### src/verilog/dio_params.svh
// Purpose: offsets, field widths, response codes and timing counts of the line controller
// Assumes: byte addresses on a 32-bit register bus, one aligned word per register
// Notes: included by bare name
`ifndef DIO_PARAMS_SVH
`define DIO_PARAMS_SVH

`define DIO_LINES 2
`define DIO_ADDR_W 8
`define DIO_MODE_W 4
`define DIO_NOTIFY_W 2

`define DIO_OFS_MODE 8'h00
`define DIO_OFS_NOTIFY 8'h04
`define DIO_OFS_OUT 8'h08
`define DIO_OFS_INPUT 8'h0C
`define DIO_OFS_STATUS 8'h10
`define DIO_OFS_MASK 8'h14
`define DIO_OFS_EFF 8'h18

`define DIO_RESP_OKAY 2'h0
`define DIO_RESP_SLVERR 2'h2

`define DIO_CLOCK_KHZ 20000
`define DIO_SETTLE_US 100
`define DIO_SETTLE_CYCLES ((`DIO_SETTLE_US * `DIO_CLOCK_KHZ + 999) / 1000)

`endif

### src/verilog/dio_pkg.sv
// Purpose: shared types of the line controller
// Assumes: codes of the enums are the implicit ones, counting from zero in declaration order
// Notes: never imported, always used with the package scope
package dio_pkg;

   typedef enum logic [3:0] {
      mode_host,
      mode_di_sink24,
      mode_di_sink24_pm,
      mode_di_logic,
      mode_di_contact,
      mode_do_sink,
      mode_do_source,
      mode_do_open,
      mode_do_push_pull
   } mode_t;

   typedef enum logic [1:0] {
      notify_off,
      notify_fall,
      notify_rise
   } notify_t;

   typedef enum logic [1:0] {
      rd_idle,
      rd_sample,
      rd_resp
   } rd_state_t;

endpackage

### src/verilog/dio_line_drive.sv
// Purpose: pad control of one line from its effective mode
// Assumes: mode is already resolved, never the host-driven code
// Notes: purely combinational
`timescale 1ns/1ps
module dio_line_drive (
   input wire dio_pkg::mode_t mode,
   input wire logic out_value,
   input wire logic supply_ok,
   input wire logic active,
   output logic pad_out,
   output logic pad_oe,
   output logic pullup_en,
   output logic gnd_path_en
);

   always_comb begin
      pad_out = 1'b0;
      pad_oe = 1'b0;
      pullup_en = 1'b0;
      gnd_path_en = 1'b0;
      case (mode)
         dio_pkg::mode_di_sink24: begin
            gnd_path_en = 1'b1;
         end
         dio_pkg::mode_di_sink24_pm: begin
            gnd_path_en = active;
         end
         dio_pkg::mode_di_contact: begin
            pullup_en = active;
         end
         dio_pkg::mode_do_sink: begin
            pad_oe = ~out_value;
         end
         dio_pkg::mode_do_source: begin
            pad_out = 1'b1;
            pad_oe = out_value;
         end
         dio_pkg::mode_do_open: begin
            pad_oe = ~out_value;
            pullup_en = 1'b1;
         end
         dio_pkg::mode_do_push_pull: begin
            // without supply only the low side works
            pad_out = out_value & supply_ok;
            pad_oe = supply_ok | ~out_value;
         end
         default: begin
            pad_oe = 1'b0;
         end
      endcase
   end

endmodule // dio_line_drive

### src/verilog/dio_mode_control.sv
// Purpose: per-line mode, drive, power-managed sampling and edge notification
// Assumes: AXI4-Lite register access, pins sampled through two flip-flops
// Notes: reads of the input word wait for the settle time while gating applies
`timescale 1ns/1ps
`include "dio_params.svh"
module dio_mode_control #(
   parameter int LINES = `DIO_LINES,
   parameter int ADDR_W = `DIO_ADDR_W,
   parameter int SETTLE_CYCLES = `DIO_SETTLE_CYCLES
) (
   input wire logic clock,
   input wire logic reset_n,
   input wire logic [ADDR_W-1:0] s_axi_awaddr,
   input wire logic s_axi_awvalid,
   output logic s_axi_awready,
   input wire logic [31:0] s_axi_wdata,
   input wire logic [3:0] s_axi_wstrb,
   input wire logic s_axi_wvalid,
   output logic s_axi_wready,
   output logic [1:0] s_axi_bresp,
   output logic s_axi_bvalid,
   input wire logic s_axi_bready,
   input wire logic [ADDR_W-1:0] s_axi_araddr,
   input wire logic s_axi_arvalid,
   output logic s_axi_arready,
   output logic [31:0] s_axi_rdata,
   output logic [1:0] s_axi_rresp,
   output logic s_axi_rvalid,
   input wire logic s_axi_rready,
   input wire logic [`DIO_MODE_W*LINES-1:0] host_mode,
   input wire logic output_supply_pin,
   input wire logic [LINES-1:0] line_in,
   output logic [LINES-1:0] line_out,
   output logic [LINES-1:0] line_oe,
   output logic [LINES-1:0] pullup_en,
   output logic [LINES-1:0] gnd_path_en,
   output logic irq
);

   localparam int MW = `DIO_MODE_W;
   localparam int NW = `DIO_NOTIFY_W;

   // ****************************************************************
   // register state
   // ****************************************************************
   logic [MW*LINES-1:0] mode_reg;
   logic [NW*LINES-1:0] notify_reg;
   logic [LINES-1:0] out_reg;
   logic [LINES-1:0] status_reg;
   logic [LINES-1:0] mask_reg;
   logic [LINES-1:0] in_meta_reg;
   logic [LINES-1:0] in_sync_reg;
   logic [LINES-1:0] in_prev_reg;
   logic [LINES-1:0] armed_reg;
   logic supply_meta_reg;
   logic supply_sync_reg;

   logic aw_hold_reg;
   logic w_hold_reg;
   logic [ADDR_W-1:0] aw_addr_reg;
   logic [31:0] w_data_reg;
   logic [3:0] w_strb_reg;
   logic bvalid_reg;
   logic [1:0] bresp_reg;

   dio_pkg::rd_state_t rd_state_reg;
   logic [15:0] settle_cnt_reg;
   logic [31:0] rdata_reg;
   logic [1:0] rresp_reg;

   logic do_write;
   logic [ADDR_W-1:0] w_word;
   logic [ADDR_W-1:0] r_word;
   logic [LINES-1:0] sampling;
   logic [LINES-1:0] edge_hit;
   logic [LINES-1:0] status_clr;
   logic need_gate;
   logic sample_active;
   dio_pkg::mode_t eff_mode [LINES];
   logic [MW*LINES-1:0] eff_flat;
   logic [31:0] rd_word;
   logic rd_hit;

   // ****************************************************************
   // pin synchronisers
   // ****************************************************************
   always_ff @(posedge clock or negedge reset_n) begin
      if (!reset_n) begin
         in_meta_reg <= '0;
         in_sync_reg <= '0;
         supply_meta_reg <= 1'b0;
         supply_sync_reg <= 1'b0;
      end else begin
         in_meta_reg <= line_in;
         in_sync_reg <= in_meta_reg;
         supply_meta_reg <= output_supply_pin;
         supply_sync_reg <= supply_meta_reg;
      end
   end

   // ****************************************************************
   // write channel
   // ****************************************************************
   assign s_axi_awready = ~aw_hold_reg & ~bvalid_reg;
   assign s_axi_wready = ~w_hold_reg & ~bvalid_reg;
   assign s_axi_bvalid = bvalid_reg;
   assign s_axi_bresp = bresp_reg;
   assign do_write = aw_hold_reg & w_hold_reg & ~bvalid_reg;
   assign w_word = {aw_addr_reg[ADDR_W-1:2], 2'h0};

   always_ff @(posedge clock or negedge reset_n) begin
      if (!reset_n) begin
         aw_hold_reg <= 1'b0;
         aw_addr_reg <= '0;
      end else if (s_axi_awvalid && s_axi_awready) begin
         aw_hold_reg <= 1'b1;
         aw_addr_reg <= s_axi_awaddr;
      end else if (do_write) begin
         aw_hold_reg <= 1'b0;
      end
   end

   always_ff @(posedge clock or negedge reset_n) begin
      if (!reset_n) begin
         w_hold_reg <= 1'b0;
         w_data_reg <= '0;
         w_strb_reg <= '0;
      end else if (s_axi_wvalid && s_axi_wready) begin
         w_hold_reg <= 1'b1;
         w_data_reg <= s_axi_wdata;
         w_strb_reg <= s_axi_wstrb;
      end else if (do_write) begin
         w_hold_reg <= 1'b0;
      end
   end

   always_ff @(posedge clock or negedge reset_n) begin
      if (!reset_n) begin
         bvalid_reg <= 1'b0;
         bresp_reg <= `DIO_RESP_OKAY;
      end else if (do_write) begin
         bvalid_reg <= 1'b1;
         case (w_word)
            `DIO_OFS_MODE, `DIO_OFS_NOTIFY, `DIO_OFS_OUT,
            `DIO_OFS_STATUS, `DIO_OFS_MASK: bresp_reg <= `DIO_RESP_OKAY;
            default: bresp_reg <= `DIO_RESP_SLVERR;
         endcase
      end else if (s_axi_bready) begin
         bvalid_reg <= 1'b0;
      end
   end

   // ****************************************************************
   // settings, one field per line
   // ****************************************************************
   // codes beyond the last enum value are ignored
   always_ff @(posedge clock or negedge reset_n) begin
      if (!reset_n) begin
         mode_reg <= {LINES{dio_pkg::mode_host}};
      end else if (do_write && w_word == `DIO_OFS_MODE) begin
         for (int i = 0; i < LINES; i++) begin
            if (w_strb_reg[(MW*i)/8] && w_data_reg[MW*i+:MW] <= dio_pkg::mode_do_push_pull) begin
               mode_reg[MW*i+:MW] <= w_data_reg[MW*i+:MW];
            end
         end
      end
   end

   always_ff @(posedge clock or negedge reset_n) begin
      if (!reset_n) begin
         notify_reg <= {LINES{dio_pkg::notify_off}};
      end else if (do_write && w_word == `DIO_OFS_NOTIFY) begin
         for (int i = 0; i < LINES; i++) begin
            if (w_strb_reg[(NW*i)/8] && w_data_reg[NW*i+:NW] <= dio_pkg::notify_rise) begin
               notify_reg[NW*i+:NW] <= w_data_reg[NW*i+:NW];
            end
         end
      end
   end

   always_ff @(posedge clock or negedge reset_n) begin
      if (!reset_n) begin
         out_reg <= '0;
      end else if (do_write && w_word == `DIO_OFS_OUT && w_strb_reg[0]) begin
         out_reg <= w_data_reg[LINES-1:0];
      end
   end

   always_ff @(posedge clock or negedge reset_n) begin
      if (!reset_n) begin
         mask_reg <= '0;
      end else if (do_write && w_word == `DIO_OFS_MASK && w_strb_reg[0]) begin
         mask_reg <= w_data_reg[LINES-1:0];
      end
   end

   // ****************************************************************
   // per-line mode resolution, drive and edge detection
   // ****************************************************************
   assign sample_active = (rd_state_reg == dio_pkg::rd_sample);

   for (genvar g = 0; g < LINES; g++) begin : g_line
      dio_pkg::mode_t host_m;
      dio_pkg::notify_t note;
      assign host_m = dio_pkg::mode_t'(host_mode[MW*g+:MW]);
      assign note = dio_pkg::notify_t'(notify_reg[NW*g+:NW]);
      // host code of host-driven or beyond range falls back to high impedance
      assign eff_mode[g] = (mode_reg[MW*g+:MW] != dio_pkg::mode_host) ?
         dio_pkg::mode_t'(mode_reg[MW*g+:MW]) :
         (host_m == dio_pkg::mode_host || host_m > dio_pkg::mode_do_push_pull) ?
         dio_pkg::mode_di_logic : host_m;
      assign eff_flat[MW*g+:MW] = eff_mode[g];
      assign sampling[g] = (note != dio_pkg::notify_off) | sample_active;
      assign edge_hit[g] = armed_reg[g] & (note != dio_pkg::notify_off) &
         ((note == dio_pkg::notify_rise) ? (in_sync_reg[g] & ~in_prev_reg[g]) :
         (~in_sync_reg[g] & in_prev_reg[g]));

      dio_line_drive u_drive (
         .mode(eff_mode[g]),
         .out_value(out_reg[g]),
         .supply_ok(supply_sync_reg),
         .active(sampling[g]),
         .pad_out(line_out[g]),
         .pad_oe(line_oe[g]),
         .pullup_en(pullup_en[g]),
         .gnd_path_en(gnd_path_en[g])
      );
   end

   // arm one cycle after enabling so a stale previous sample is not used
   always_ff @(posedge clock or negedge reset_n) begin
      if (!reset_n) begin
         in_prev_reg <= '0;
         armed_reg <= '0;
      end else begin
         in_prev_reg <= in_sync_reg;
         for (int i = 0; i < LINES; i++) begin
            armed_reg[i] <= (notify_reg[NW*i+:NW] != dio_pkg::notify_off);
         end
      end
   end

   // ****************************************************************
   // notification status and interrupt
   // ****************************************************************
   assign status_clr = (do_write && w_word == `DIO_OFS_STATUS && w_strb_reg[0]) ?
      w_data_reg[LINES-1:0] : '0;

   // a new edge wins over a clear in the same cycle
   always_ff @(posedge clock or negedge reset_n) begin
      if (!reset_n) begin
         status_reg <= '0;
      end else begin
         status_reg <= (status_reg & ~status_clr) | edge_hit;
      end
   end

   assign irq = |(status_reg & mask_reg);

   // ****************************************************************
   // read channel with on-demand sampling
   // ****************************************************************
   always_comb begin
      need_gate = 1'b0;
      for (int i = 0; i < LINES; i++) begin
         if (notify_reg[NW*i+:NW] == dio_pkg::notify_off) begin
            need_gate = 1'b1;
         end
      end
   end

   assign r_word = {s_axi_araddr[ADDR_W-1:2], 2'h0};

   always_comb begin
      rd_word = '0;
      rd_hit = 1'b1;
      case (r_word)
         `DIO_OFS_MODE: rd_word[MW*LINES-1:0] = mode_reg;
         `DIO_OFS_NOTIFY: rd_word[NW*LINES-1:0] = notify_reg;
         `DIO_OFS_OUT: rd_word[LINES-1:0] = out_reg;
         `DIO_OFS_INPUT: rd_word[LINES-1:0] = in_sync_reg;
         `DIO_OFS_STATUS: rd_word[LINES-1:0] = status_reg;
         `DIO_OFS_MASK: rd_word[LINES-1:0] = mask_reg;
         `DIO_OFS_EFF: rd_word[MW*LINES-1:0] = eff_flat;
         default: rd_hit = 1'b0;
      endcase
   end

   assign s_axi_arready = (rd_state_reg == dio_pkg::rd_idle);
   assign s_axi_rvalid = (rd_state_reg == dio_pkg::rd_resp);
   assign s_axi_rdata = rdata_reg;
   assign s_axi_rresp = rresp_reg;

   always_ff @(posedge clock or negedge reset_n) begin
      if (!reset_n) begin
         rd_state_reg <= dio_pkg::rd_idle;
         settle_cnt_reg <= '0;
         rdata_reg <= '0;
         rresp_reg <= `DIO_RESP_OKAY;
      end else begin
         case (rd_state_reg)
            dio_pkg::rd_idle: begin
               if (s_axi_arvalid) begin
                  rdata_reg <= rd_word;
                  rresp_reg <= rd_hit ? `DIO_RESP_OKAY : `DIO_RESP_SLVERR;
                  settle_cnt_reg <= '0;
                  if (r_word == `DIO_OFS_INPUT && need_gate) begin
                     rd_state_reg <= dio_pkg::rd_sample;
                  end else begin
                     rd_state_reg <= dio_pkg::rd_resp;
                  end
               end
            end
            dio_pkg::rd_sample: begin
               // settle plus two synchroniser stages before capture
               if (settle_cnt_reg == 16'(SETTLE_CYCLES + 1)) begin
                  rdata_reg <= {{(32 - LINES){1'b0}}, in_sync_reg};
                  rd_state_reg <= dio_pkg::rd_resp;
               end else begin
                  settle_cnt_reg <= settle_cnt_reg + 16'h1;
               end
            end
            dio_pkg::rd_resp: begin
               if (s_axi_rready) begin
                  rd_state_reg <= dio_pkg::rd_idle;
               end
            end
            default: rd_state_reg <= dio_pkg::rd_idle;
         endcase
      end
   end
endmodule // dio_mode_control

### config.mk
export PLATFORM = sky130hd
export DESIGN_NAME = dio_mode_control
export DESIGN_NICKNAME = d
export VERILOG_FILES = /design/src/verilog/dio_pkg.sv /design/src/verilog/dio_line_drive.sv /design/src/verilog/dio_mode_control.sv
export VERILOG_INCLUDE_DIRS = /design/src /design/src/verilog
export SDC_FILE = /design/constraint.sdc
export NUM_CORES = 1
export LEC_CHECK = 0
export ABC_AREA = 1
export CAP_MARGIN = 20
export CORE_MARGIN = 5
export CORE_UTILIZATION = 25
export CTS_BUF_LIST = sky130_fd_sc_hd__clkbuf_4 sky130_fd_sc_hd__clkbuf_8
export DETAILED_ROUTE_END_ITERATION = 10
export DONT_BUFFER_PORTS = 1
export PLACE_DENSITY = 0.45
export SYNTH_ARGS = -nofsm -noshare
export SYNTH_HDL_FRONTEND = slang
export SYNTH_SLANG_ARGS = --single-unit
### constraint.sdc
create_clock -name clock -period 3.59 [get_ports clock]
set_clock_uncertainty 0.15 [all_clocks]
set_input_delay 0.359 -clock clock [delete_from_list [all_inputs] [get_ports clock]]
set_output_delay 0.359 -clock clock [all_outputs]
set_load 0.02 [all_outputs]
### After elaboration in Yosys (flattened, before gate mapping)

Cells that the tools add are included.

| storage, ports and cells | value |
|---|---|
| register bits after elaboration | 102 |
| bits in latches | 0 |
| bits in writable memories | 0 |
| ROM bits | 0 |
| input bits | 70 |
| output and inout port bits | 50 |
| logic and storage cells | 179 |
| memories | 0 |

| operators by class | value |
|---|---|
| add/sub/neg operators | 1 |
| multiply operators | 0 |
| div/mod/pow operators | 0 |
| $lt $le $gt $ge | 6 |
| eq/ne operators | 33 |
| shift-type cells | 0 |
| muxes and demuxes | 39 |
| bitwise gates (word level) | 31 |
| reduce and logical (&&, ||, !) cells | 45 |

Operators by type and width:

| cell | number |
|---|---|
| 32-bit 2-to-1 mux | 2 |
| 32-bit case mux with 2 select lines | 1 |
| 4-bit by 3-bit == test with 1-bit output, second input constant | 8 |
| 16-bit 2-to-1 mux | 2 |
| 16-bit case mux with 2 select lines | 1 |
| 6-bit by 3-bit == test with 1-bit output, second input constant | 5 |
| 6-bit by 2-bit == test with 1-bit output, second input constant | 3 |
| 16-bit by 1-bit adder with 16-bit output, second input constant | 1 |
| 16-bit by 11-bit == test with 1-bit output, second input constant | 1 |
| 8-bit logical NOT | 2 |
| 4-bit 2-to-1 mux | 4 |
| 1-bit logical AND | 15 |
| 1-bit AND | 14 |
| 2-bit 2-to-1 mux | 7 |
| 2-bit case mux with 7 select lines | 1 |
| 6-bit by 1-bit == test with 1-bit output, second input constant | 2 |
| 1-bit case mux with 2 select lines | 6 |
| 2-bit case mux with 3 select lines | 2 |
| 2-bit nonzero test | 6 |
| 1-bit 2-to-1 mux | 10 |
| 2-bit AND reduction | 5 |
| 1-bit NOT | 9 |
| 3-bit AND reduction | 3 |
| 4-bit by 1-bit == test with 1-bit output, second input constant | 2 |
| 22 further kinds | 43 |

### Depth between registers and ports, before layout

Gate-level depths: netlist of the first run.

| depth | value |
|---|---|
| depth after elaboration | 8 |
| mapped depth | 12 |
| gate-level depth less buffers | 11 |

### By module

From an unflattened synthesis of the first run, not the netlist that was laid out.

| unflattened totals | value |
|---|---|
| cells, all modules | 540 |
| area total of the unflattened synthesis | 4257.8 um^2 |

Modules (own cells, without submodules):

| module | times used | cells an instance | area each (um^2) | sequential area each (um^2) |
|---|---|---|---|---|
| dio_mode_control | 1 | 492 | 4020.1 | 1851.8 |
| dio_line_drive | 2 | 24 | 118.9 | 0.0 |

### Worst setup path after synthesis of the first run

No wires, ideal clock.

| path | value |
|---|---|
| path kind | flip-flop to output port |
| start point | register mode_reg[1] |
| end point | output pullup_en[0] |
| data arrival time | 1.350 ns |
| required time | 3.081 ns |
| slack | 1.731 ns |
| stages on the path, launching flop included | 11 |
| path buffers | 1 |
| cell sequence | dfrtp_1 > inv_1 > nand2_1 > nor2_4 > nand4_1 > nand2_2 > inv_2 > nand2_1 > nand2_1 > a21oi_1 > buf_4 |

| on the way | value |
|---|---|
| longest elaborated chain between the ends | 4 |
| elaborated cells on any way between the ends | 5 |
| classes of those cells | eq/ne: 2; mux: 2; reduce/logical: 1 |

RTL lines:

| what | line | text |
|---|---|---|
| start, declared | dio_mode_control.sv:46 | `logic [MW*LINES-1:0] mode_reg;` |
| start signal, assigned | dio_mode_control.sv:159 | `mode_reg <= {LINES{dio_pkg::mode_host}};` |
| start signal, assigned by index | dio_mode_control.sv:163 | `mode_reg[MW*i+:MW] <= w_data_reg[MW*i+:MW];` |
| 4-bit nonzero test | dio_mode_control.sv:208 | `assign eff_mode[g] = (mode_reg[MW*g+:MW] != dio_pkg::mode_host) ?` |
| 4-bit 2-to-1 mux (*) | dio_mode_control.sv:208 |  |
| 4-bit by 3-bit == test with 1-bit output | dio_line_drive.sv:21 | `case (mode)` |
| 1-bit case mux with 2 select lines (*) | dio_line_drive.sv:21 |  |
| end, declared | dio_mode_control.sv:35 | `output logic [LINES-1:0] pullup_en,` |

Every way passes the cells marked *; elsewhere a longest branch is shown, timed or not.

### Worst setup path in the final report of the first run

Ends and elaborated chain as after synthesis.

==> flow_summary.rst, run 1 <==
.. list-table::
   :header-rows: 1

   * - Metric
     - Value
   * - Number of vias per cell after detailed routing
     - roughly 4.5
   * - Main flop type after synthesis
     - dfrtp_1
   * - Number of antenna violations at the first check in global routing
     - 0
   * - Met3 usage
     - about 3.8%
   * - Main area contributors after synthesis
     - dfrtp_1 (43%), nand2_1 (8.8%), inv_1 (7.4%)
   * - Data arrival at the endpoint of the critical path
     - around 2.2 ns
   * - Required time at the endpoint of the critical path
     - roughly 3 ns
   * - Buffer depth of the longest clock path
     - 2
   * - Most repeated cell in the gate-level netlist after synthesis
     - nand2_1
   * - TritonCTS clock tree
     - yes
   * - Number of pins exceeding their max-slew limit in the final report
     - 0
   * - Worst Reg-to-Reg Cells
     - 4
   * - Power density over the cells
     - 483.8 nW/um^2
   * - Overall power after layout
     - 2.332 mW
   * - Half-perimeter wire length after placement
     - ~8700 um
   * - Mean instance size in the synthesized netlist
     - 7.728 um^2
   * - Maximum operating frequency
     - about 370 MHz
   * - Path category of the worst min-delay check
     - primary input to flop
   * - Share of total power in sequential cells
     - slightly below 50%
   * - Reg-to-reg endpoint
     - w_data_reg[4]
   * - Slack of the worst reg-to-reg path
     - about 1.7 ns
   * - Initial core utilization
     - 25.29%
   * - Slew of the pin with the lowest slew margin
     - just over 0.7 ns
   * - Area enclosed by the die boundary
     - 20040 um^2
   * - Clock Latency Late Sink
     - around 0.36 ns
   * - Post-DRT Antenna Nets
     - 0
   * - Clock Power Share
     - about a quarter
   * - Worst setup path category
     - flop to output pin
   * - Share of flip-flops with an asynchronous set or reset after synthesis
     - 100.0%
   * - Total number of H-tree levels
     - 3
   * - Final hold violations
     - 0
   * - Number of global-route vias before repair
     - between 3k and 4k
   * - Number of port buffers
     - 0
   * - Total cell area at the placement stage
     - 4413 um^2
   * - Ant diodes
     - 0
   * - Number of clock sinks seen by CTS
     - 74
   * - Layout Cell Area excl Fill
     - between 4000 and 5000 um^2
   * - Critical path fanouts, max
     - 7
   * - Hold path endpoint
     - w_data_reg[1]
   * - Met2 track demand over resource
     - between 10% and 20%
   * - Final Util
     - between 20% and 30%
   * - RSZ-0062 raised after global routing
     - false
   * - Average wire length per cell after detail routing
     - 14.15 um
   * - Total CTS buffers
     - 9
   * - First-pass GRT wire length
     - 18600 um
   * - Switching fraction of total power
     - between 30% and 40%
   * - Routed wire length
     - about 11000 um
   * - Clock-pin transition on the worst setup and hold timing paths
     - 0.10 ns
   * - Die boundary height
     - around 140 um
   * - Grt met1 use
     - 14.77%
   * - Number of standard-cell rows in the floorplan
     - 48
   * - Setup Fix Bufs, Post-CTS
     - 0
   * - Number of synthesized flops with an enable pin
     - 0
   * - Overall overflow remaining after global route
     - 0
   * - Gate Count Post-Synth
     - between 500 and 600
   * - Kind of launch point of the worst setup path
     - flop
   * - Die width
     - ~140 um
   * - I/O pins
     - 120
   * - Internal power
     - around 1.4 mW
   * - Sequential element share of the synthesized area
     - ~43%
   * - Share of layout cells above drive strength 1
     - between 8 and 9%
   * - TritonRoute pass-1 iters
     - 6
   * - Hold Path Origin
     - s_axi_wdata[1]
   * - Cell accounting for the most synthesized area
     - dfrtp_1
   * - Final GP Congestion
     - a little over 0.8
   * - Static leakage
     - approximately 2.2 nW
   * - Run status
     - finished clean
   * - Reg2reg start
     - s_axi_bvalid
   * - Number of synthesized register bits
     - 74
   * - Number of remaining DRC errors
     - 0
   * - Root buffer cell
     - clkbuf_8
   * - Worst rel slew slack
     - between 50% and 60%
   * - Post-synth top area share
     - between 40% and 50%
   * - Switching power
     - just over 0.9 mW
   * - Count of nets after finishing
     - 649
   * - Top post-synthesis cells by count
     - nand2_1 (101), inv_1 (85), dfrtp_1 (74)
   * - Post-layout minimum cycle time
     - roughly 2.7 ns
   * - Global routing usage summed across all routing layers
     - between 10 and 15%
   * - Warnings from Yosys
     - 0
   * - Part of the total power dissipated in combinational logic
     - 24.9%
   * - Worst hold path depth
     - 2
   * - Vias post-DR
     - around 3.6k
   * - Synth cell types
     - 44
   * - Layer with the highest usage
     - met2
   * - Setup-failing EPs final
     - 0
   * - Cell area after synthesis
     - approximately 4300 um^2
   * - Endpoint type of the worst setup path
     - output pin
   * - Core Area
     - around 17000 um^2
   * - Worst voltage drop across the vdd grid
     - ~420 uV
   * - Maximum number of pins on one net before global-route repair
     - 75
   * - Final worst-path cycle share
     - ~75%
   * - Final TNS setup
     - 0 ns
   * - Number of flip-flops in the largest register
     - 16
   * - Maxcap violations
     - 0
   * - Initial drt markers
     - approximately 230
   * - Area added between synthesis and finish
     - 11.36%
==> metrics by stage <==
stage	setup WS [ns]	std cells	hold slack, ns
after floorplan	1.731	585	-0.08659
after global placement	1.317	771	-0.07960
after detailed placement	1.269	771	-0.07932
after CTS	0.8704	806	0.00004852
after global routing	0.7154	807	0.008035
final	0.8858	807	0.01246
==> worst max-delay path, stage by stage, from the launching register on <==
cell	delay [ns]
dfrtp_1	0.42
inv_1	0.09
nand2_1	0.08
nor2_4	0.20
nand4_1	0.20
nand2_2	0.18
inv_2	0.05
nand2_1	0.08
nand2_1	0.05
a21oi_1	0.48
==> per-layer routing <==
metal / vias to the layer above / wire (um) / part of all wire, %
met5: - / 0 / 0
met4: 0 / 94 / 0.82
met3: 8 / 720 / 6.3
met2: 85 / 5518 / 48
met1: 1711 / 5086 / 45
li1: 1803 / - / -
==> cell families (layout without fill, tap and decap cells) <==
group	count (synthesis)	count (layout)	synth area share, %
fa+ha+maj	2	2	0.5781
mux	2	2	0.5203
xor+xnor	6	6	1.214
simple gates	254	254	27.06
buf+inv	130	127	14.60
compound gates	91	91	13.15
flops	74	74	42.79
other cells	1	26	0.08665
==> power by group through the flow <==
stage	logic (mW)	clock network (mW)	registers (mW)
6_report	0.581	0.623	1.13
4_1_cts	0.589	0.649	1.13
2_1_floorplan	0.496	0	1.10
5_1_grt	0.666	0.682	1.15
3_3_place_gp	0.536	0	1.14
3_5_place_dp	0.549	0	1.15
==> placed cells by master, fill, tap and decap left out, drive strengths merged <==
cell type	count
o21a	2
a21oi	31
o31ai	4
buf	1
dfrtp	74
xor2	6
o21ai	37
clkbuf	10
a22o	1
or3	1
nand4	23
clkinv	4
conb	26
a211oi	1
a32o	1
mux2	2
nand3	33
a21boi	1
dlygate4sd3	19
o211ai	1
inv	92
a31oi	2
nor4	1
nor3	17
ha	2
clkinvlp	1
nand2	106
o32ai	1
nand3b	3
nor2	70
a22oi	2
o22ai	7
==> what timing repair did <==
item / in CTS / in global routing
gates resized for setup: 0 / 0
hold buffers: 19 / 1
hold endpoints to repair: 91 / 1
==> how the worst max path moves through the flow <==
stage | start | end | slack [ns]
global placement | mode_reg[0] | pullup_en[0] | 1.32
detailed placement | mode_reg[0] | pullup_en[0] | 1.27
floorplan | mode_reg[1] | pullup_en[0] | 1.73
global route | mode_reg[0] | pullup_en[0] | 0.72
CTS | mode_reg[0] | pullup_en[0] | 0.87
finish | mode_reg[1] | pullup_en[0] | 0.89
==> cell type report <==
class / count / area [um^2]
Timing Repair Buffer: 20 / 217.7
Clock buffer: 10 / 137.6
Tap cell: 225 / 281.5
Clock inverter: 6 / 51.30
Fill cell: 1885 / 12300
Inverter: 91 / 341.6
Multi-Input combinational cell: 381 / 1938
Sequential cell: 74 / 1852
No activity file was read; power rests on OpenSTA's default activity.
==> run 2, diff against run 1 <==
Settings changed: ABC_AREA 1 to 0, PLACE_DENSITY 0.45 to 0.47.
Clock period 3.59 ns to 2.23 ns, I/O delays scaled along.
==> flow_summary.rst, run 2 <==
.. list-table::
   :header-rows: 1

   * - Metric
     - Value
   * - Run status
     - finished with violations
   * - Violations in the final reports
     - setup timing
   * - Main area contributors after synthesis
     - dfrtp_1 (45%), buf_4 (6.3%), mux2_2 (6.1%)
   * - Storage cell area
     - 1854 um^2
   * - Switching fraction of total power
     - a little over a third
   * - Overall overflow remaining after global route
     - 0
   * - Clock-pin transition on the worst setup and hold timing paths
     - around 0.08 ns
   * - Number of synthesized flops with an enable pin
     - 0
   * - Routed wire length
     - 10400 um
   * - Die boundary height
     - between 100 and 150 um
   * - Core Area
     - around 16000 um^2
   * - Die width
     - 137.6 um
   * - Total CTS buffers
     - 9
   * - Share of total power in sequential cells
     - roughly two fifths
   * - Filler Cells Inserted
     - 1684
   * - Switching power
     - 1.816 mW
   * - Internal power
     - ~3.2 mW
   * - Mean instance size in the synthesized netlist
     - approximately 10 um^2
   * - Synth cell types
     - 58
   * - Number of remaining DRC errors
     - 0
   * - Warnings from Yosys
     - 0
   * - Setup-failing EPs final
     - 6
   * - I/O pins
     - 120
   * - Maxcap violations
     - 0
   * - Gate Count Post-Synth
     - ~400
   * - Number of global-route vias before repair
     - 3190
   * - Post-synth top area share
     - roughly 45%
   * - Number of clock sinks seen by CTS
     - 74
   * - Critical path fanouts, max
     - 3
   * - Most repeated cell in the gate-level netlist after synthesis
     - dfrtp_1
   * - Endpoint type of the worst setup path
     - output pin
   * - Total number of H-tree levels
     - 3
   * - Number of flip-flops in the largest register
     - 16
   * - Multi-input gate area
     - approximately 2200 um^2
   * - Number of antenna violations at the first check in global routing
     - 0
   * - Static leakage
     - roughly 2.2 nW
   * - Half-perimeter wire length after placement
     - ~7700 um
   * - Root buffer cell
     - clkbuf_8
   * - Final hold violations
     - 0
   * - Share of layout cells above drive strength 1
     - 27.22%
   * - Main flop type after synthesis
     - dfrtp_1
   * - Required time at the endpoint of the critical path
     - roughly 1.9 ns
   * - Final Util
     - 32.45%
   * - Final worst-path cycle share
     - 108.8%
   * - Data arrival at the endpoint of the critical path
     - 2.05 ns
   * - Area added between synthesis and finish
     - 27.11%
   * - RSZ-0062 raised after global routing
     - true
   * - Initial core utilization
     - between 20% and 30%
   * - Average wire length per cell after detail routing
     - approximately 15 um
   * - Number of vias per cell after detailed routing
     - roughly 4.6
   * - Cell area after synthesis
     - 4070 um^2
   * - Number of port buffers
     - 0
   * - TritonCTS clock tree
     - yes
   * - Highest-count cells in the layout ignoring fill and taps
     - dfrtp_1 (72), nor2_1 (47), buf_4 (38), conb_1 (26), nand2_1 (25)
   * - Global routing usage summed across all routing layers
     - about 11%
   * - Overall power after layout
     - around 5 mW
   * - Buffer depth of the longest clock path
     - 2
   * - Power density over the cells
     - between 900 and 1000 nW/um^2
   * - Path category of the worst min-delay check
     - primary input to flop
   * - Cell accounting for the most synthesized area
     - dfrtp_1
   * - Layout Cell Area excl Fill
     - about 5200 um^2
   * - Sequential element share of the synthesized area
     - 45.50%
   * - Count of nets after finishing
     - 541
   * - Smallest hold slack
     - between 0.05 and 0.06 ns
   * - Part of the total power dissipated in combinational logic
     - 38.0%
   * - Final GP Congestion
     - 0.7713
   * - Slew of the pin with the lowest slew margin
     - ~0.56 ns
   * - Clock Latency Late Sink
     - 0.35 ns
   * - First-pass GRT wire length
     - 16440 um
   * - Number of standard-cell rows in the floorplan
     - between 40 and 50
   * - Vias post-DR
     - roughly 3.2k
   * - Maximum operating frequency
     - just over 400 MHz
   * - Kind of launch point of the worst setup path
     - flop
   * - Setup WS pre-CTS
     - -0.02054 ns
   * - Worst setup path category
     - flop to output pin
   * - Area enclosed by the die boundary
     - around 19000 um^2
   * - Top post-synthesis cells by count
     - dfrtp_1 (74), nor2_1 (48), buf_4 (34)
   * - Fin worst setup slack
     - -0.1969 ns
   * - Clock Power Share
     - approximately a fifth
   * - Ant diodes
     - 0
   * - Share of flip-flops with an asynchronous set or reset after synthesis
     - 100.0%
   * - Most common cell after layout, fill and taps aside
     - dfrtp_1
   * - Worst voltage drop across the vdd grid
     - ~530 uV
   * - TritonRoute pass-1 iters
     - 4
   * - Number of synthesized register bits
     - 74
   * - Number of pins exceeding their max-slew limit in the final report
     - 0
   * - Post-layout minimum cycle time
     - ~2.4 ns
   * - Post-DRT Antenna Nets
     - 0
   * - Worst rel slew slack
     - a little over three fifths
   * - Total cell area at the placement stage
     - between 4000 and 5000 um^2
   * - Initial drt markers
     - 110
   * - Maximum number of pins on one net before global-route repair
     - 75
[run 2: cell types whose count changed after synthesis, moves of 15 or more]
cell     delta
nor2_1     -16
nand2_1    -75
nand3_1    -17
inv_1      -78
mux2_2     +20
nand4_1    -16
o21ai_0    -15
[run 2: cell type report]
| type | count | area share, % |
|---|---|---|
| Clock buffer | 11 | 2.805 |
| Clock inverter | 5 | 1.233 |
| Inverter | 7 | 0.5079 |
| Multi-Input combinational cell | 306 | 41.96 |
| Sequential cell | 74 | 35.84 |
| Tap cell | 216 | 5.224 |
| Timing Repair Buffer | 71 | 12.43 |
[run 2: cell families after synthesis]
group,share of synthesized area (%)
AND/OR/NAND/NOR,21.64
AO/OA/AOI/OAI,14.39
flip-flops,45.50
buffers and inverters,7.931
multiplexers,6.825
XOR/XNOR,3.012
adder cells (fa/ha/maj),0.6147
other,0.09213
[run 2: worst paths after layout]
path	start	end	slack, ns	depth (start not counted)
min in group asynchronous	reset_n	in_meta_reg[0]	0.31	2
worst max register to register	settle_cnt_reg[1]	s_axi_rdata[1]	0.21	6
worst min register to register	supply_meta_reg	supply_sync_reg	0.20	0
worst max-delay path	mode_reg[0]	line_oe[0]	-0.20	8
max in group asynchronous	reset_n	mode_reg[7]	1.30	2
worst min-delay path	host_mode[4]	s_axi_rdata[7]	0.06	3
[run 2: power groups by stage]
| stage | Clock, mW | Combinational (mW) | Sequential [mW] |
|---|---|---|---|
| after floorplan | 0 | 1.17 | 1.90 |
| after detailed placement | 0 | 1.44 | 2.06 |
| final | 1.06 | 1.90 | 2.04 |
| after CTS | 1.10 | 1.80 | 2.03 |
| after global routing | 1.16 | 2.07 | 2.09 |
| after global placement | 0 | 1.42 | 2.04 |
[run 2: what timing repair did]
| action | 4_1_cts | 5_1_grt |
|---|---|---|
| hold buffers | 25 | 0 |
| pin swaps | 14 | 13 |
| setup buffers | 11 | 2 |
| hold endpoints to repair | 98 | 0 |
| gates resized for setup | 32 | 13 |
| cloned | 0 | 0 |
| endpoints found under the setup margin | 8 | 10 |
[run 2: worst max-delay path, cell delays in order, from the launching register on]
cell and delay, ns:
dfrtp_1 0.41, nor4_4 0.33, buf_4 0.18, a21oi_4 0.06, buf_4 0.16, nor2b_1 0.14
nand4_1 0.13, o311ai_2 0.14, buf_6 0.16
[run 2: metrics by stage]
step | cells | setup TNS, ns
floorplan | 430 | 0
global placement | 638 | 0
detailed placement | 638 | -0.02054
CTS | 690 | -1.134
global route | 690 | -1.477
finish | 690 | -0.6791
[run 2: layer usage]
layer	share of wire, %	wire (um)	track usage, %	up-vias
li1	-	-	-	1531
met1	43	4478	13.75	1557
met2	49	5125	18.63	71
met3	6.7	702	3.981	10
met4	0.92	96	3.049	0
met5	0	0	0	-
==> run 3, diff against run 2 <==
Settings changed: CORE_UTILIZATION 25 to 35, PLACE_DENSITY 0.47 to 0.58.
==> flow_summary.rst, run 3 (same netlist as run 2, synthesis figures left out) <==
.. list-table::
   :header-rows: 1

   * - Metric
     - Value
   * - Run status
     - finished with violations
   * - Average wire length per cell after detail routing
     - 16.16 um
   * - Highest-count cells in the layout ignoring fill and taps
     - dfrtp_1 (71), nor2_1 (48), buf_4 (34), conb_1 (26), dlygate4sd3_1 (26)
   * - I/O pins
     - 120
   * - Die boundary height
     - about 120 um
   * - Endpoint type of the worst setup path
     - output pin
   * - Maximum number of pins on one net before global-route repair
     - 75
   * - Clock-pin transition on the worst setup and hold timing paths
     - approximately 0.080 ns
   * - Area added between synthesis and finish
     - 24.38%
   * - Violations in the final reports
     - setup timing
   * - Power density over the cells
     - approximately 990 nW/um^2
   * - Vias post-DR
     - about 3.2k
   * - Half-perimeter wire length after placement
     - between 7000 and 8000 um
   * - Final worst-path cycle share
     - 107.5%
   * - Required time at the endpoint of the critical path
     - roughly 1.9 ns
   * - Maximum operating frequency
     - approximately 420 MHz
   * - Static leakage
     - about 2.2 nW
   * - Number of flip-flops in the largest register
     - 16
   * - Overall overflow remaining after global route
     - 0
   * - Global routing usage summed across all routing layers
     - roughly 14%
   * - Routed wire length
     - around 10000 um
   * - Layout Cell Area excl Fill
     - between 5000 and 6000 um^2
   * - Initial drt markers
     - approximately 150
   * - Worst rel slew slack
     - about three fifths
   * - Total cell area at the placement stage
     - around 4300 um^2
   * - Most common cell after layout, fill and taps aside
     - dfrtp_1
   * - Number of pins exceeding their max-slew limit in the final report
     - 0
   * - Total number of H-tree levels
     - 3
   * - Kind of launch point of the worst setup path
     - flop
   * - Number of remaining DRC errors
     - 0
   * - Number of antenna violations at the first check in global routing
     - 0
   * - Clock Latency Late Sink
     - between 0.3 and 0.4 ns
   * - Area enclosed by the die boundary
     - roughly 14000 um^2
   * - Count of nets after finishing
     - 542
   * - Fin worst setup slack
     - -0.1677 ns
   * - TritonRoute pass-1 iters
     - 4
   * - Cell family with most CP delay
     - buffers and inverters
   * - Number of standard-cell rows in the floorplan
     - 39
   * - Slew of the pin with the lowest slew margin
     - 0.5833 ns
   * - Post-DRT Antenna Nets
     - 0
   * - Initial core utilization
     - between 30% and 40%
   * - Worst setup path category
     - flop to output pin
   * - Final TNS setup
     - -0.8985 ns
   * - Maxcap violations
     - 0
   * - Number of global-route vias before repair
     - between 3k and 4k
   * - Die width
     - around 120 um
   * - Number of clock sinks seen by CTS
     - 74
   * - Share of layout cells above drive strength 1
     - a little over a quarter
   * - TritonCTS clock tree
     - yes
   * - Filler Cells Inserted
     - roughly 1.1k
   * - Data arrival at the endpoint of the critical path
     - about 2.0 ns
   * - Slack of the worst reg-to-reg path
     - approximately 0.12 ns
   * - Final hold violations
     - 0
   * - Worst voltage drop across the vdd grid
     - 767.3 uV
   * - Critical path fanouts, max
     - 3
   * - Standard cell with the maximum stage delay on the critical path
     - dfrtp_2
   * - Setup-failing EPs final
     - 8
   * - First-pass GRT wire length
     - about 16000 um
   * - RSZ-0062 raised after global routing
     - true
   * - Total CTS buffers
     - 9
   * - Post-layout minimum cycle time
     - 2.398 ns
   * - Largest stage delay, worst path
     - around 0.42 ns
   * - Cell breakdown of the critical path
     - nor4_4 > buf_4 > o31a_1 > buf_6 > nor4b_4 > o211ai_1 > o311ai_1 > buf_4 > buf_6
   * - Buffer depth of the longest clock path
     - 2
   * - Multi-input gate area
     - between 2000 and 2500 um^2
   * - Storage cell area
     - between 1500 and 2000 um^2
   * - Number of vias per cell after detailed routing
     - 5.123
   * - Root buffer cell
     - clkbuf_8
   * - Path category of the worst min-delay check
     - primary input to flop
   * - Number of buffer and inverter stages on the critical path
     - 4
   * - Number of port buffers
     - 0
   * - Final GP Congestion
     - approximately 0.8
   * - Ant diodes
     - 0
   * - Core Area
     - 11420 um^2
run 3: cell types whose count changed in the layout (fill, tap and decap cells not counted), sizes merged:
cell	previous run	this run
dlygate4sd3	24	26
buf	47	46
clkinv	3	2
clkinvlp	1	2
run 3: final cells by class:
class | instances | area share (%)
clock buffers | 11 | 2.743
clock inverters | 5 | 1.087
inverters | 7 | 0.5190
multi-input cells | 306 | 42.29
flip-flops and latches | 74 | 36.65
well taps | 143 | 3.534
repair buffers | 72 | 13.17
run 3: final timing paths:
| kind | start | cells after the start | to |
|---|---|---|---|
| max | mode_reg[3] | 9 | line_oe[0] |
| min | s_axi_arvalid | 3 | s_axi_rresp[1] |
| max reg2reg | settle_cnt_reg[1] | 6 | s_axi_rdata[0] |
| min reg2reg | in_meta_reg[1] | 0 | in_sync_reg[1] |
| max in group asynchronous | reset_n | 2 | mode_reg[7] |
| min in group asynchronous | reset_n | 2 | settle_cnt_reg[1] |
run 3: through the flow:
stage | std cells | hold slack [ns] | worst slack, ns | util, % | total power [mW]
6_report | 618 | 0.08244 | -0.1677 | 44.33 | 4.992
3_5_place_dp | 561 | -0.2203 | 0.01095 | 37.48 | 3.464
4_1_cts | 611 | 0.05814 | -0.1801 | 43.05 | 4.775
3_3_place_gp | 561 | -0.2203 | 0.06886 | 37.48 | 3.413
5_1_grt | 618 | 0.09274 | -0.2957 | 44.33 | 5.301
2_1_floorplan | 430 | -0.2226 | 0.06295 | - | 3.075
run 3: worst min-delay path, stage by stage:
cell    delay [ns]
and2_1        0.18
nor2_1        0.11
nor2_1        0.04
run 3: repair_timing:
action | in CTS | in global routing
pin swaps | 10 | 11
setup endpoints to repair | 8 | 9
resized for setup | 23 | 20
hold buffers | 27 | 0
buffers inserted | 7 | 7
cloned | 0 | 0
endpoints found under the hold margin | 99 | 0
run 3: per-layer routing:
metal	GRT usage, %	wire length, um
met5	0	0
met2	24.82	4995
met4	5.233	251
met1	15.87	4015
met3	5.478	722
run 3: power breakdown:
group | switching [mW] | internal [mW] | total (mW)
registers | 0.387 | 1.64 | 2.03
clock network | 0.488 | 0.538 | 1.03
logic | 0.924 | 1.01 | 1.94
total | 1.80 | 3.19 | 4.99
